<file path="src/shared/acs_pkg.sv">
// shared constants and types of the converter clock, mux and scan configuration block
package acs_pkg;

  // register bus shape
  localparam int ADDR_W = 4;
  localparam int DATA_W = 16;

  // register addresses on the plain port
  localparam logic [3:0] ADDR_TIMING = 4'h0;
  localparam logic [3:0] ADDR_MUX = 4'h1;
  localparam logic [3:0] ADDR_BG = 4'h2;
  localparam logic [3:0] ADDR_SCAN_LO = 4'h3;
  localparam logic [3:0] ADDR_SCAN_HI = 4'h4;
  localparam logic [3:0] ADDR_SEQ = 4'h5;
  localparam logic [3:0] ADDR_STAT = 4'h6;

  // field positions, conv_clock_timing_ctrl
  localparam int CLK_RC_BIT = 15;
  localparam int SAMP_LSB = 8;
  localparam int DIV_LSB = 0;
  // field positions, input_mux_select
  localparam int NEG2_BIT = 15;
  localparam int POS2_LSB = 8;
  localparam int NEG1_BIT = 7;
  localparam int POS1_LSB = 0;
  // field positions, sequence control
  localparam int SCAN_EN_BIT = 10;
  localparam int TRIG_LSB = 5;
  localparam int ALT_BIT = 0;

  // writable bits of each register
  localparam logic [15:0] TIMING_WMASK = 16'hffff;
  localparam logic [15:0] MUX_WMASK = 16'h9f9f;
  localparam logic [15:0] BG_WMASK = 16'h0007;
  localparam logic [15:0] SCAN_HI_WMASK = 16'h0fff;
  localparam logic [15:0] SCAN_HI_SMALL_WMASK = 16'h0f00;
  localparam logic [15:0] SEQ_WMASK = 16'h04e1;

  // values after reset
  localparam logic [15:0] REG_RESET = 16'h0000;
  localparam logic [7:0] DIV_RESET = 8'h00;

  // positive input codes
  localparam logic [4:0] CODE_LAST_AN = 5'h17;
  localparam logic [4:0] CODE_SMALL_LAST_AN = 5'h0f;
  localparam logic [4:0] CODE_BG_HALF = 5'h18;
  localparam logic [4:0] CODE_BG_SIXTH = 5'h1b;
  localparam logic [4:0] CODE_FLOAT = 5'h1f;
  localparam int SCAN_BITS = 28;

  // trigger source that ends sampling by the internal counter
  localparam logic [2:0] TRIG_AUTO = 3'h7;

  // sample and convert sequence
  typedef enum logic [1:0] {ACS_IDLE, ACS_SAMPLE, ACS_CONVERT} acs_seq_t;

endpackage
</file>
<file path="src/hw/acs_scan_step.sv">
// next selected scan channel after a given one, wrapping to the lowest
`timescale 1ns/1ps

module acs_scan_step #(
  parameter int BITS = 28
) (
  // scan mask and current channel
  input wire logic [BITS-1:0] mask_in,
  input wire logic [4:0] from_in,
  // next channel, float code when mask is empty
  output logic [4:0] next_out
);

  generate
    if (BITS < 1 || BITS > 31)
    begin : g_chk
      $error("scan mask width out of range");
    end
  endgenerate

  logic [4:0] above;
  logic [4:0] lowest;
  logic hit_above;
  logic hit_any;

  // descending walk keeps the smallest match
  always_comb
  begin
    above = 5'h1f;
    lowest = 5'h1f;
    hit_above = 1'b0;
    hit_any = 1'b0;
    for (int i = BITS - 1; i >= 0; i--)
    begin
      if (mask_in[i])
      begin
        lowest = 5'(i);
        hit_any = 1'b1;
        if (5'(i) > from_in)
        begin
          above = 5'(i);
          hit_above = 1'b1;
        end
      end
    end
    next_out = hit_above ? above : (hit_any ? lowest : 5'h1f);
  end

endmodule

</file>
<file path="src/hw/acs_tad_gen.sv">
// conversion clock period tick generator
`timescale 1ns/1ps

module acs_tad_gen #(
  parameter int DIV_W = 8
) (
  // clock and reset
  input wire logic ref_clk_in,
  input wire logic rst_n_in,
  // configuration
  input wire logic rc_sel_in,
  input wire logic [DIV_W-1:0] div_in,
  // rc oscillator tick
  input wire logic rc_tick_in,
  // one pulse per conversion clock period
  output logic tick_out
);

  typedef struct packed {
    logic [DIV_W-1:0] cnt;
    logic tick;
  } acs_tad_state_t;

  acs_tad_state_t s;
  acs_tad_state_t next_s;

  generate
    if (DIV_W < 1 || DIV_W > 16)
    begin : g_chk
      $error("divider width out of range");
    end
  endgenerate

  // period source and divider count
  always_comb
  begin
    next_s = s;
    if (rc_sel_in)
    begin
      next_s.tick = rc_tick_in;
      next_s.cnt = '0;
    end
    // period of div plus one cycles; a shrunk divider ends the period at once
    else if (s.cnt >= div_in)
    begin
      next_s.tick = 1'b1;
      next_s.cnt = '0;
    end
    else
    begin
      next_s.tick = 1'b0;
      next_s.cnt = s.cnt + 1'b1;
    end
  end

  // state register
  always_ff @(posedge ref_clk_in or negedge rst_n_in)
  begin
    if (!rst_n_in)
      s <= '0;
    else
      s <= next_s;
  end

  assign tick_out = s.tick;

  // cycles since the last tick, for the period check
  logic [DIV_W:0] gap;
  logic cfg_moved;
  logic [DIV_W-1:0] div_prev;
  always_ff @(posedge ref_clk_in or negedge rst_n_in)
  begin
    if (!rst_n_in)
    begin
      gap <= '0;
      cfg_moved <= 1'b1;
      div_prev <= '0;
    end
    else
    begin
      div_prev <= div_in;
      if (s.tick)
      begin
        gap <= '0;
        cfg_moved <= rc_sel_in | (div_in != div_prev);
      end
      else
      begin
        gap <= gap + 1'b1;
        cfg_moved <= cfg_moved | rc_sel_in | (div_in != div_prev);
      end
    end
  end
endmodule

</file>
<file path="src/hw/acs_top.sv">
// converter clock, input mux and scan configuration with sample sequencer
`timescale 1ns/1ps

//////////////////////////////////////////////////////////////////////////////
// Function
// - rc bit picks rc clock, else system
// - 5-bit auto-sample time in conversion periods
// - conversion period equals divider plus one
// - second setting negative input ain1 or reference
// - second setting positive code decode
// - first setting negative input ain1 or reference
// - first setting positive code, same decode
// - small package lacks inputs 16-23
// - three band gap enables, upper bits zero
// - low scan mask covers channels 0-15
// - high low byte channels 16-23, small zero
// - high bits 8-11 internal taps, 15-12 zero
// - mux bits 6-5 read zero, ignore writes
// - scan enable scans first setting positive input
// - alternate mode toggles settings after each sample
// - auto trigger ends sampling by counter
module acs_top #(
  parameter bit SMALL_PKG = 1'b0,
  parameter int DIV_W = 8
) (
  // clock and reset
  input wire logic ref_clk_in,
  input wire logic rst_n_in,
  // register port
  input wire logic [3:0] addr_in,
  input wire logic [15:0] wr_data_in,
  input wire logic wr_strobe_in,
  input wire logic rd_strobe_in,
  output logic [15:0] rd_data_out,
  // converter events
  input wire logic rc_tick_in,
  input wire logic sample_start_in,
  input wire logic sample_end_in,
  input wire logic conv_done_in,
  // converter controls
  output logic conv_clk_tick_out,
  output logic conv_clk_source_rc_out,
  output logic sampling_out,
  output logic start_conv_out,
  output logic mux_second_out,
  output logic [4:0] pos_input_sel_out,
  output logic neg_input_ain1_out,
  output logic [2:0] bandgap_en_out
);

  generate
    if (DIV_W != 8)
    begin : g_chk
      $error("divider field is eight bits");
    end
  endgenerate

  typedef struct packed {
    logic [15:0] timing;
    logic [15:0] mux;
    logic [2:0] bg;
    logic [15:0] scan_lo;
    logic [11:0] scan_hi;
    logic scan_en;
    logic [2:0] trig;
    logic alt;
    acs_pkg::acs_seq_t seq;
    logic sampling;
    logic [4:0] samp_cnt;
    logic use_second;
    logic [4:0] scan_ptr;
    logic start_conv;
    logic [4:0] pos_out;
    logic neg_out;
    logic [15:0] rdata;
  } acs_state_t;

  acs_state_t s;
  acs_state_t next_s;

  //////////////////////////////////////////////////////////////////////////
  // field views
  logic conv_clk_source_rc;
  logic [4:0] auto_sample_time;
  logic [7:0] conv_clk_divider;
  logic neg_input_sel_second;
  logic [4:0] pos_input_sel_second;
  logic neg_input_sel_first;
  logic [4:0] pos_input_sel_first;
  logic [27:0] scan_channel_mask;
  logic [15:0] scan_hi_wmask;
  logic tad_tick;
  logic [4:0] scan_from;
  logic [4:0] scan_next;

  assign conv_clk_source_rc = s.timing[acs_pkg::CLK_RC_BIT];
  assign auto_sample_time = s.timing[acs_pkg::SAMP_LSB +: 5];
  assign conv_clk_divider = s.timing[acs_pkg::DIV_LSB +: 8];
  assign neg_input_sel_second = s.mux[acs_pkg::NEG2_BIT];
  assign pos_input_sel_second = s.mux[acs_pkg::POS2_LSB +: 5];
  assign neg_input_sel_first = s.mux[acs_pkg::NEG1_BIT];
  assign pos_input_sel_first = s.mux[acs_pkg::POS1_LSB +: 5];
  // scan mask bit index equals positive input code
  assign scan_channel_mask = {s.scan_hi, s.scan_lo};
  // high channels absent on small package
  assign scan_hi_wmask = SMALL_PKG ? acs_pkg::SCAN_HI_SMALL_WMASK : acs_pkg::SCAN_HI_WMASK;
  // search from the top when scanning is off, so the pointer rests on the lowest
  assign scan_from = s.scan_en ? s.scan_ptr : acs_pkg::CODE_FLOAT;

  //////////////////////////////////////////////////////////////////////////
  // conversion clock ticks
  acs_tad_gen #(
    .DIV_W(DIV_W)
  ) u_tad (
    .ref_clk_in(ref_clk_in),
    .rst_n_in(rst_n_in),
    .rc_sel_in(conv_clk_source_rc),
    .div_in(conv_clk_divider),
    .rc_tick_in(rc_tick_in),
    .tick_out(tad_tick)
  );

  // next scan channel
  acs_scan_step #(
    .BITS(acs_pkg::SCAN_BITS)
  ) u_step (
    .mask_in(scan_channel_mask),
    .from_in(scan_from),
    .next_out(scan_next)
  );

  //////////////////////////////////////////////////////////////////////////
  // legal positive codes, others float the input
  function automatic logic [4:0] acs_legal_code(input logic [4:0] code);
    logic [4:0] last_an;
    last_an = SMALL_PKG ? acs_pkg::CODE_SMALL_LAST_AN : acs_pkg::CODE_LAST_AN;
    if (code <= last_an)
      acs_legal_code = code;
    else if (code >= acs_pkg::CODE_BG_HALF && code <= acs_pkg::CODE_BG_SIXTH)
      acs_legal_code = code;
    else
      acs_legal_code = acs_pkg::CODE_FLOAT;
  endfunction

  //////////////////////////////////////////////////////////////////////////
  // register writes, sequencer, mux selection, read data
  always_comb
  begin
    next_s = s;
    next_s.start_conv = 1'b0;
    next_s.rdata = 16'h0000;
    // register writes
    if (wr_strobe_in)
    begin
      case (addr_in)
        acs_pkg::ADDR_TIMING:
          next_s.timing = wr_data_in & acs_pkg::TIMING_WMASK;
        acs_pkg::ADDR_MUX:
          next_s.mux = wr_data_in & acs_pkg::MUX_WMASK;
        acs_pkg::ADDR_BG:
          next_s.bg = wr_data_in[2:0] & acs_pkg::BG_WMASK[2:0];
        acs_pkg::ADDR_SCAN_LO:
          next_s.scan_lo = wr_data_in;
        acs_pkg::ADDR_SCAN_HI:
          next_s.scan_hi = wr_data_in[11:0] & scan_hi_wmask[11:0];
        acs_pkg::ADDR_SEQ:
        begin
          next_s.scan_en = wr_data_in[acs_pkg::SCAN_EN_BIT];
          next_s.trig = wr_data_in[acs_pkg::TRIG_LSB +: 3];
          next_s.alt = wr_data_in[acs_pkg::ALT_BIT];
        end
        default:
          next_s.mux = s.mux;
      endcase
    end
    // sample and convert sequence
    case (s.seq)
      acs_pkg::ACS_IDLE:
      begin
        if (sample_start_in)
        begin
          next_s.seq = acs_pkg::ACS_SAMPLE;
          next_s.samp_cnt = 5'h00;
        end
      end
      acs_pkg::ACS_SAMPLE:
      begin
        // counter ends sampling, then conversion starts
        if (s.trig == acs_pkg::TRIG_AUTO)
        begin
          if (s.samp_cnt == auto_sample_time)
          begin
            next_s.start_conv = 1'b1;
            next_s.seq = acs_pkg::ACS_CONVERT;
          end
          else if (tad_tick)
            next_s.samp_cnt = s.samp_cnt + 5'h01;
        end
        else if (sample_end_in)
        begin
          next_s.start_conv = 1'b1;
          next_s.seq = acs_pkg::ACS_CONVERT;
        end
      end
      acs_pkg::ACS_CONVERT:
      begin
        if (conv_done_in)
        begin
          next_s.seq = acs_pkg::ACS_IDLE;
          next_s.use_second = s.alt & ~s.use_second;
          // step to next selected channel after a first-setting sample
          if (!s.use_second)
            next_s.scan_ptr = scan_next;
        end
      end
      default:
        next_s.seq = acs_pkg::ACS_IDLE;
    endcase
    // sampling level registered beside the state
    next_s.sampling = (next_s.seq == acs_pkg::ACS_SAMPLE);
    // without alternate mode the first setting stays
    if (!s.alt)
      next_s.use_second = 1'b0;
    // scanning off parks the pointer on the lowest channel
    if (!s.scan_en)
      next_s.scan_ptr = scan_next;
    // input selection for the sample to come
    if (next_s.use_second)
    begin
      next_s.pos_out = acs_legal_code(pos_input_sel_second);
      next_s.neg_out = neg_input_sel_second;
    end
    else
    begin
      // scan pointer replaces first positive field; via decode
      next_s.pos_out = acs_legal_code(s.scan_en ? s.scan_ptr : pos_input_sel_first);
      next_s.neg_out = neg_input_sel_first;
    end
    // read data, standing one cycle after the strobe
    if (rd_strobe_in)
    begin
      case (addr_in)
        acs_pkg::ADDR_TIMING: next_s.rdata = s.timing;
        acs_pkg::ADDR_MUX: next_s.rdata = s.mux;
        acs_pkg::ADDR_BG: next_s.rdata = {13'h0, s.bg};
        acs_pkg::ADDR_SCAN_LO: next_s.rdata = s.scan_lo;
        acs_pkg::ADDR_SCAN_HI: next_s.rdata = {4'h0, s.scan_hi};
        acs_pkg::ADDR_SEQ:
          next_s.rdata = {5'h00, s.scan_en, 2'h0, s.trig, 4'h0, s.alt};
        acs_pkg::ADDR_STAT:
          next_s.rdata = {8'h00, s.seq == acs_pkg::ACS_CONVERT,
            s.seq == acs_pkg::ACS_SAMPLE, s.use_second, s.scan_ptr};
        default: next_s.rdata = 16'h0000;
      endcase
    end
  end

  // state register
  always_ff @(posedge ref_clk_in or negedge rst_n_in)
  begin
    if (!rst_n_in)
    begin
      s <= '0;
      s.timing <= acs_pkg::REG_RESET;
      s.mux <= acs_pkg::REG_RESET;
      s.seq <= acs_pkg::ACS_IDLE;
    end
    else
      s <= next_s;
  end

  //////////////////////////////////////////////////////////////////////////
  // outputs, all from flops
  assign rd_data_out = s.rdata;
  assign conv_clk_tick_out = tad_tick;
  assign conv_clk_source_rc_out = conv_clk_source_rc;
  assign sampling_out = s.sampling;
  assign start_conv_out = s.start_conv;
  assign mux_second_out = s.use_second;
  assign pos_input_sel_out = s.pos_out;
  assign neg_input_ain1_out = s.neg_out;
  assign bandgap_en_out = s.bg;
endmodule

</file>
<file path="config.mk">
export PLATFORM = sky130hd
export DESIGN_NAME = acs_top
export DESIGN_NICKNAME = d
export VERILOG_FILES = /design/src/shared/acs_pkg.sv /design/src/hw/acs_scan_step.sv /design/src/hw/acs_tad_gen.sv /design/src/hw/acs_top.sv
export SDC_FILE = /design/constraint.sdc
export NUM_CORES = 1
export LEC_CHECK = 0
export ABC_AREA = 1
export BUFFER_PORTS_ARGS = -buffer_cell sky130_fd_sc_hd__buf_4
export CAP_MARGIN = 20
export CORE_MARGIN = 2
export CORE_UTILIZATION = 40
export CTS_BUF_LIST = sky130_fd_sc_hd__clkbuf_4
export CTS_CLUSTER_SIZE = 28
export DETAILED_ROUTE_END_ITERATION = 6
export PLACE_DENSITY = 0.59
export SLEW_MARGIN = 40
export SYNTH_ARGS = -nofsm -noshare
export SYNTH_HDL_FRONTEND = slang
export SYNTH_SLANG_ARGS = --single-unit
export TNS_END_PERCENT = 30
</file>
<file path="constraint.sdc">
create_clock -name ref_clk_in -period 4.4 [get_ports ref_clk_in]
set_input_delay 0.22 -clock ref_clk_in [delete_from_list [all_inputs] [get_ports ref_clk_in]]
set_output_delay 0.22 -clock ref_clk_in [all_outputs]
set_load 0.02 [all_outputs]
</file>
==> results.md <==
* Leakage at 0.003388 µW
* Vias in the first global route at 5,147
* CP max FO at 12
* Crit end category: register
* Cells after synthesis at 777
* Netlist cell types at 48
* Largest net degree at the start of global routing at 61
* Final cell utilization of the core at 0.4523
* DR vias at 5,360
* Routed WL at 17.21 mm
* Flop2flop setup slack at 1740 ps
* Worst Hold Launch: wr_data_in[13]
* GR Overflow Total at 0
* Vias per cell at 5.333
* 1st-iter DRT viols at 509
* Hold EP: s[67]
* Std-Cell Rows at 44
* Minimum clock period at 2665 ps
* Clock sink total at 110
* Initial Util at 0.4094
* Cts repair resizes at 0
* Final Hold Fails at 0
* Min Hold Slack at 20.70 ps
* CTS root buf: clkbuf_4
* Total track usage at 0.2210
* Num ports at 58
* # nets final at 854
* Worst hold path depth at 3
* Max cap viols at 0
* Max-slew violations at 0
* Worst-Skew Late Latency at 480 ps
* DRT antenna net count at 0
* Synth Register Bits at 110
* Worst slew pin tran at 890.6 ps
* Die ar. at 15,930 µm²
* Layout cells sized above 1 at 0.1087
* Tcrit/Tclk final at 0.6056
* First-pass GRT wire length at 27.66 mm
* Buffer count from post-CTS setup fixing at 0
* RSZ-0062 raised after global routing: no
* Initial antenna violation count at 1
* Post-Syn Nets at 815
* Req. time, crit path at 4820 ps
* Die height at 126.2 µm
* Final RePlAce weighted congestion at 0.9832
* Maximum buffer depth of the clock tree at 2
* Commonest non-fill, non-tap cells in the layout: 204 x nand2_1, 114 x inv_1, 110 x dfrtp_1
* Synth Flop Type: dfrtp_1
* R2R Path End: s[24]
* Number of synthesized flops with an enable pin at 0
* Reg clk slew, reported paths at 160 ps
* Register area share after synthesis at 0.4608
* Async set-reset flop share out of synthesis at 1.000
* Synthesis warning total at 0
* Clock skew at 14.76 ps
* DRC viols at 0
* Arrival @ worst endpoint at 3080 ps
* CTS tree: built
* Mean Syn Cell Area at 7.688 µm²
* Element type at the critical path start: register
* Core Region at 14,590 µm²
* Synthesis-to-finish area growth at 10.47%
* Reg2reg path depth at 16
* H-tree lvl count at 3
* Pwr per Cell Area at 471.5 nW/µm²
* WL/cell at 17.12 µm
* Max_slew headroom at 0.4048
* Setup TNS at 0 ps
* 1st-pass router iterations at 6
* HPWL after DPL at 13.19 mm
* Run status: completed
* Crit Reg-Reg Startpoint: s[27]
* Setup-failing EPs final at 0
* Most common cell after layout, fill and taps aside: nand2_1
* Worst hold-check path type: input pin to register
* Die X at 126.2 µm
* Count of input and output buffers at 57
* WS Path Type: register to register
* Max VDD drop at 235.7 µV
* Cell Area, Synth at 5973 µm²
* Highest clock rate at 375.3 MHz
* TritonCTS Buffers at 9
==> repair_timing <==
action                                  in CTS  in global routing
hold buffers                                 8                  0
hold endpoints to repair                    67                  0
endpoints found under the setup margin       0                  0
==> report_power, final <==
part | internal (µW) | total, µW | switching [µW]
logic | 432 | 1210 | 774
registers | 1230 | 1470 | 240
clock network | 117 | 440 | 323
==> critical path, stage by stage, from the launching register on <==
cell     delay (ps)
dfrtp_1         460
inv_1           120
nand2_1         330
inv_1           170
o21ai_0         370
nand2_1         140
nor2_1          130
nor2_1           50
o21ai_0         160
nand2_1          70
nand2_1          70
a21oi_1          60
o21ai_0         160
nand3_1          90
o41ai_1          70
nand2_1          70
o21ai_0          70
==> cells by family after synthesis <==
family	count (synthesis)	synth area share
AOI/OAI and AO/OA	172	0.1672
adders and majority gates	10	0.02095
buffers and inverters	156	0.1148
DFF	110	0.4608
xor gates and xnor gates	6	0.008798
and+or+nand+nor	323	0.2275
==> sequential cells by signal, indices dropped and copies added, names as in the netlist <==
name and flops:
s 47, rd_data_out 16, conv_clk_divider 8, u_tad.s 8, auto_sample_time 5, pos_input_sel_first 5, pos_input_sel_out 5, pos_input_sel_second 5
bandgap_en_out 3, conv_clk_source_rc_out 1, mux_second_out 1, neg_input_ain1_out 1, neg_input_sel_first 1, neg_input_sel_second 1, sampling_out 1, start_conv_out 1
u_tad.tick_out 1
==> cell type report <==
cell class / count / area, µm²
Fill cell: 1464 / 7990
Sequential cell: 110 / 2753
Multi-Input combinational cell: 511 / 2546
Timing Repair Buffer: 66 / 519.2
Inverter: 118 / 445.4
Tap cell: 184 / 230.2
Clock buffer: 10 / 75.07
Clock inverter: 4 / 25.02
Antenna cell: 2 / 5.005
==> Yosys cell counts, types with 4 or more instances <==
library cell  count  area (µm²)
a221oi_1          7       61.31
buf_4            24       180.2
a31oi_1           4       25.02
nand2_1         206       773.2
xor2_1            5       43.79
nand3_1          22       110.1
a21oi_1          25       125.1
o21ai_0          93       465.5
inv_1           114       427.9
dfrtp_1         110        2753
o22ai_1          20       125.1
ha_1             10       125.1
nor3_1            9       45.04
clkbuf_1         13       48.80
nor2_1           58       217.7
nand4_1           8       50.05
==> per-layer routing <==
layer / wire length (µm) / track usage
met5: 0 / 0
met1: 7746 / 0.3109
met3: 1218 / 0.05140
met4: 204 / 0.05236
met2: 8037 / 0.3479
==> worst max path at each step <==
stage,from,end,slack (ps),depth (start not counted)
floorplan,s[41],s[23],2190,30
global placement,addr_in[3],s[55],1530,6
detailed placement,s[27],s[24],1890,16
CTS,s[27],s[24],1850,16
global route,s[27],s[23],1490,26
finish,s[27],s[24],1740,16
==> stage by stage <==
stage	total power, µW	worst slack, ps	instances	cell area (µm²)
2_1_floorplan	2284	2187	777	5973
3_3_place_gp	2643	1526	981	6399
3_5_place_dp	2662	1888	981	6410
4_1_cts	3113	1846	1003	6590
5_1_grt	3353	1489	1005	6599
6_report	3112	1735	1005	6599
Note: power is estimated with default switching activity, not from simulation.
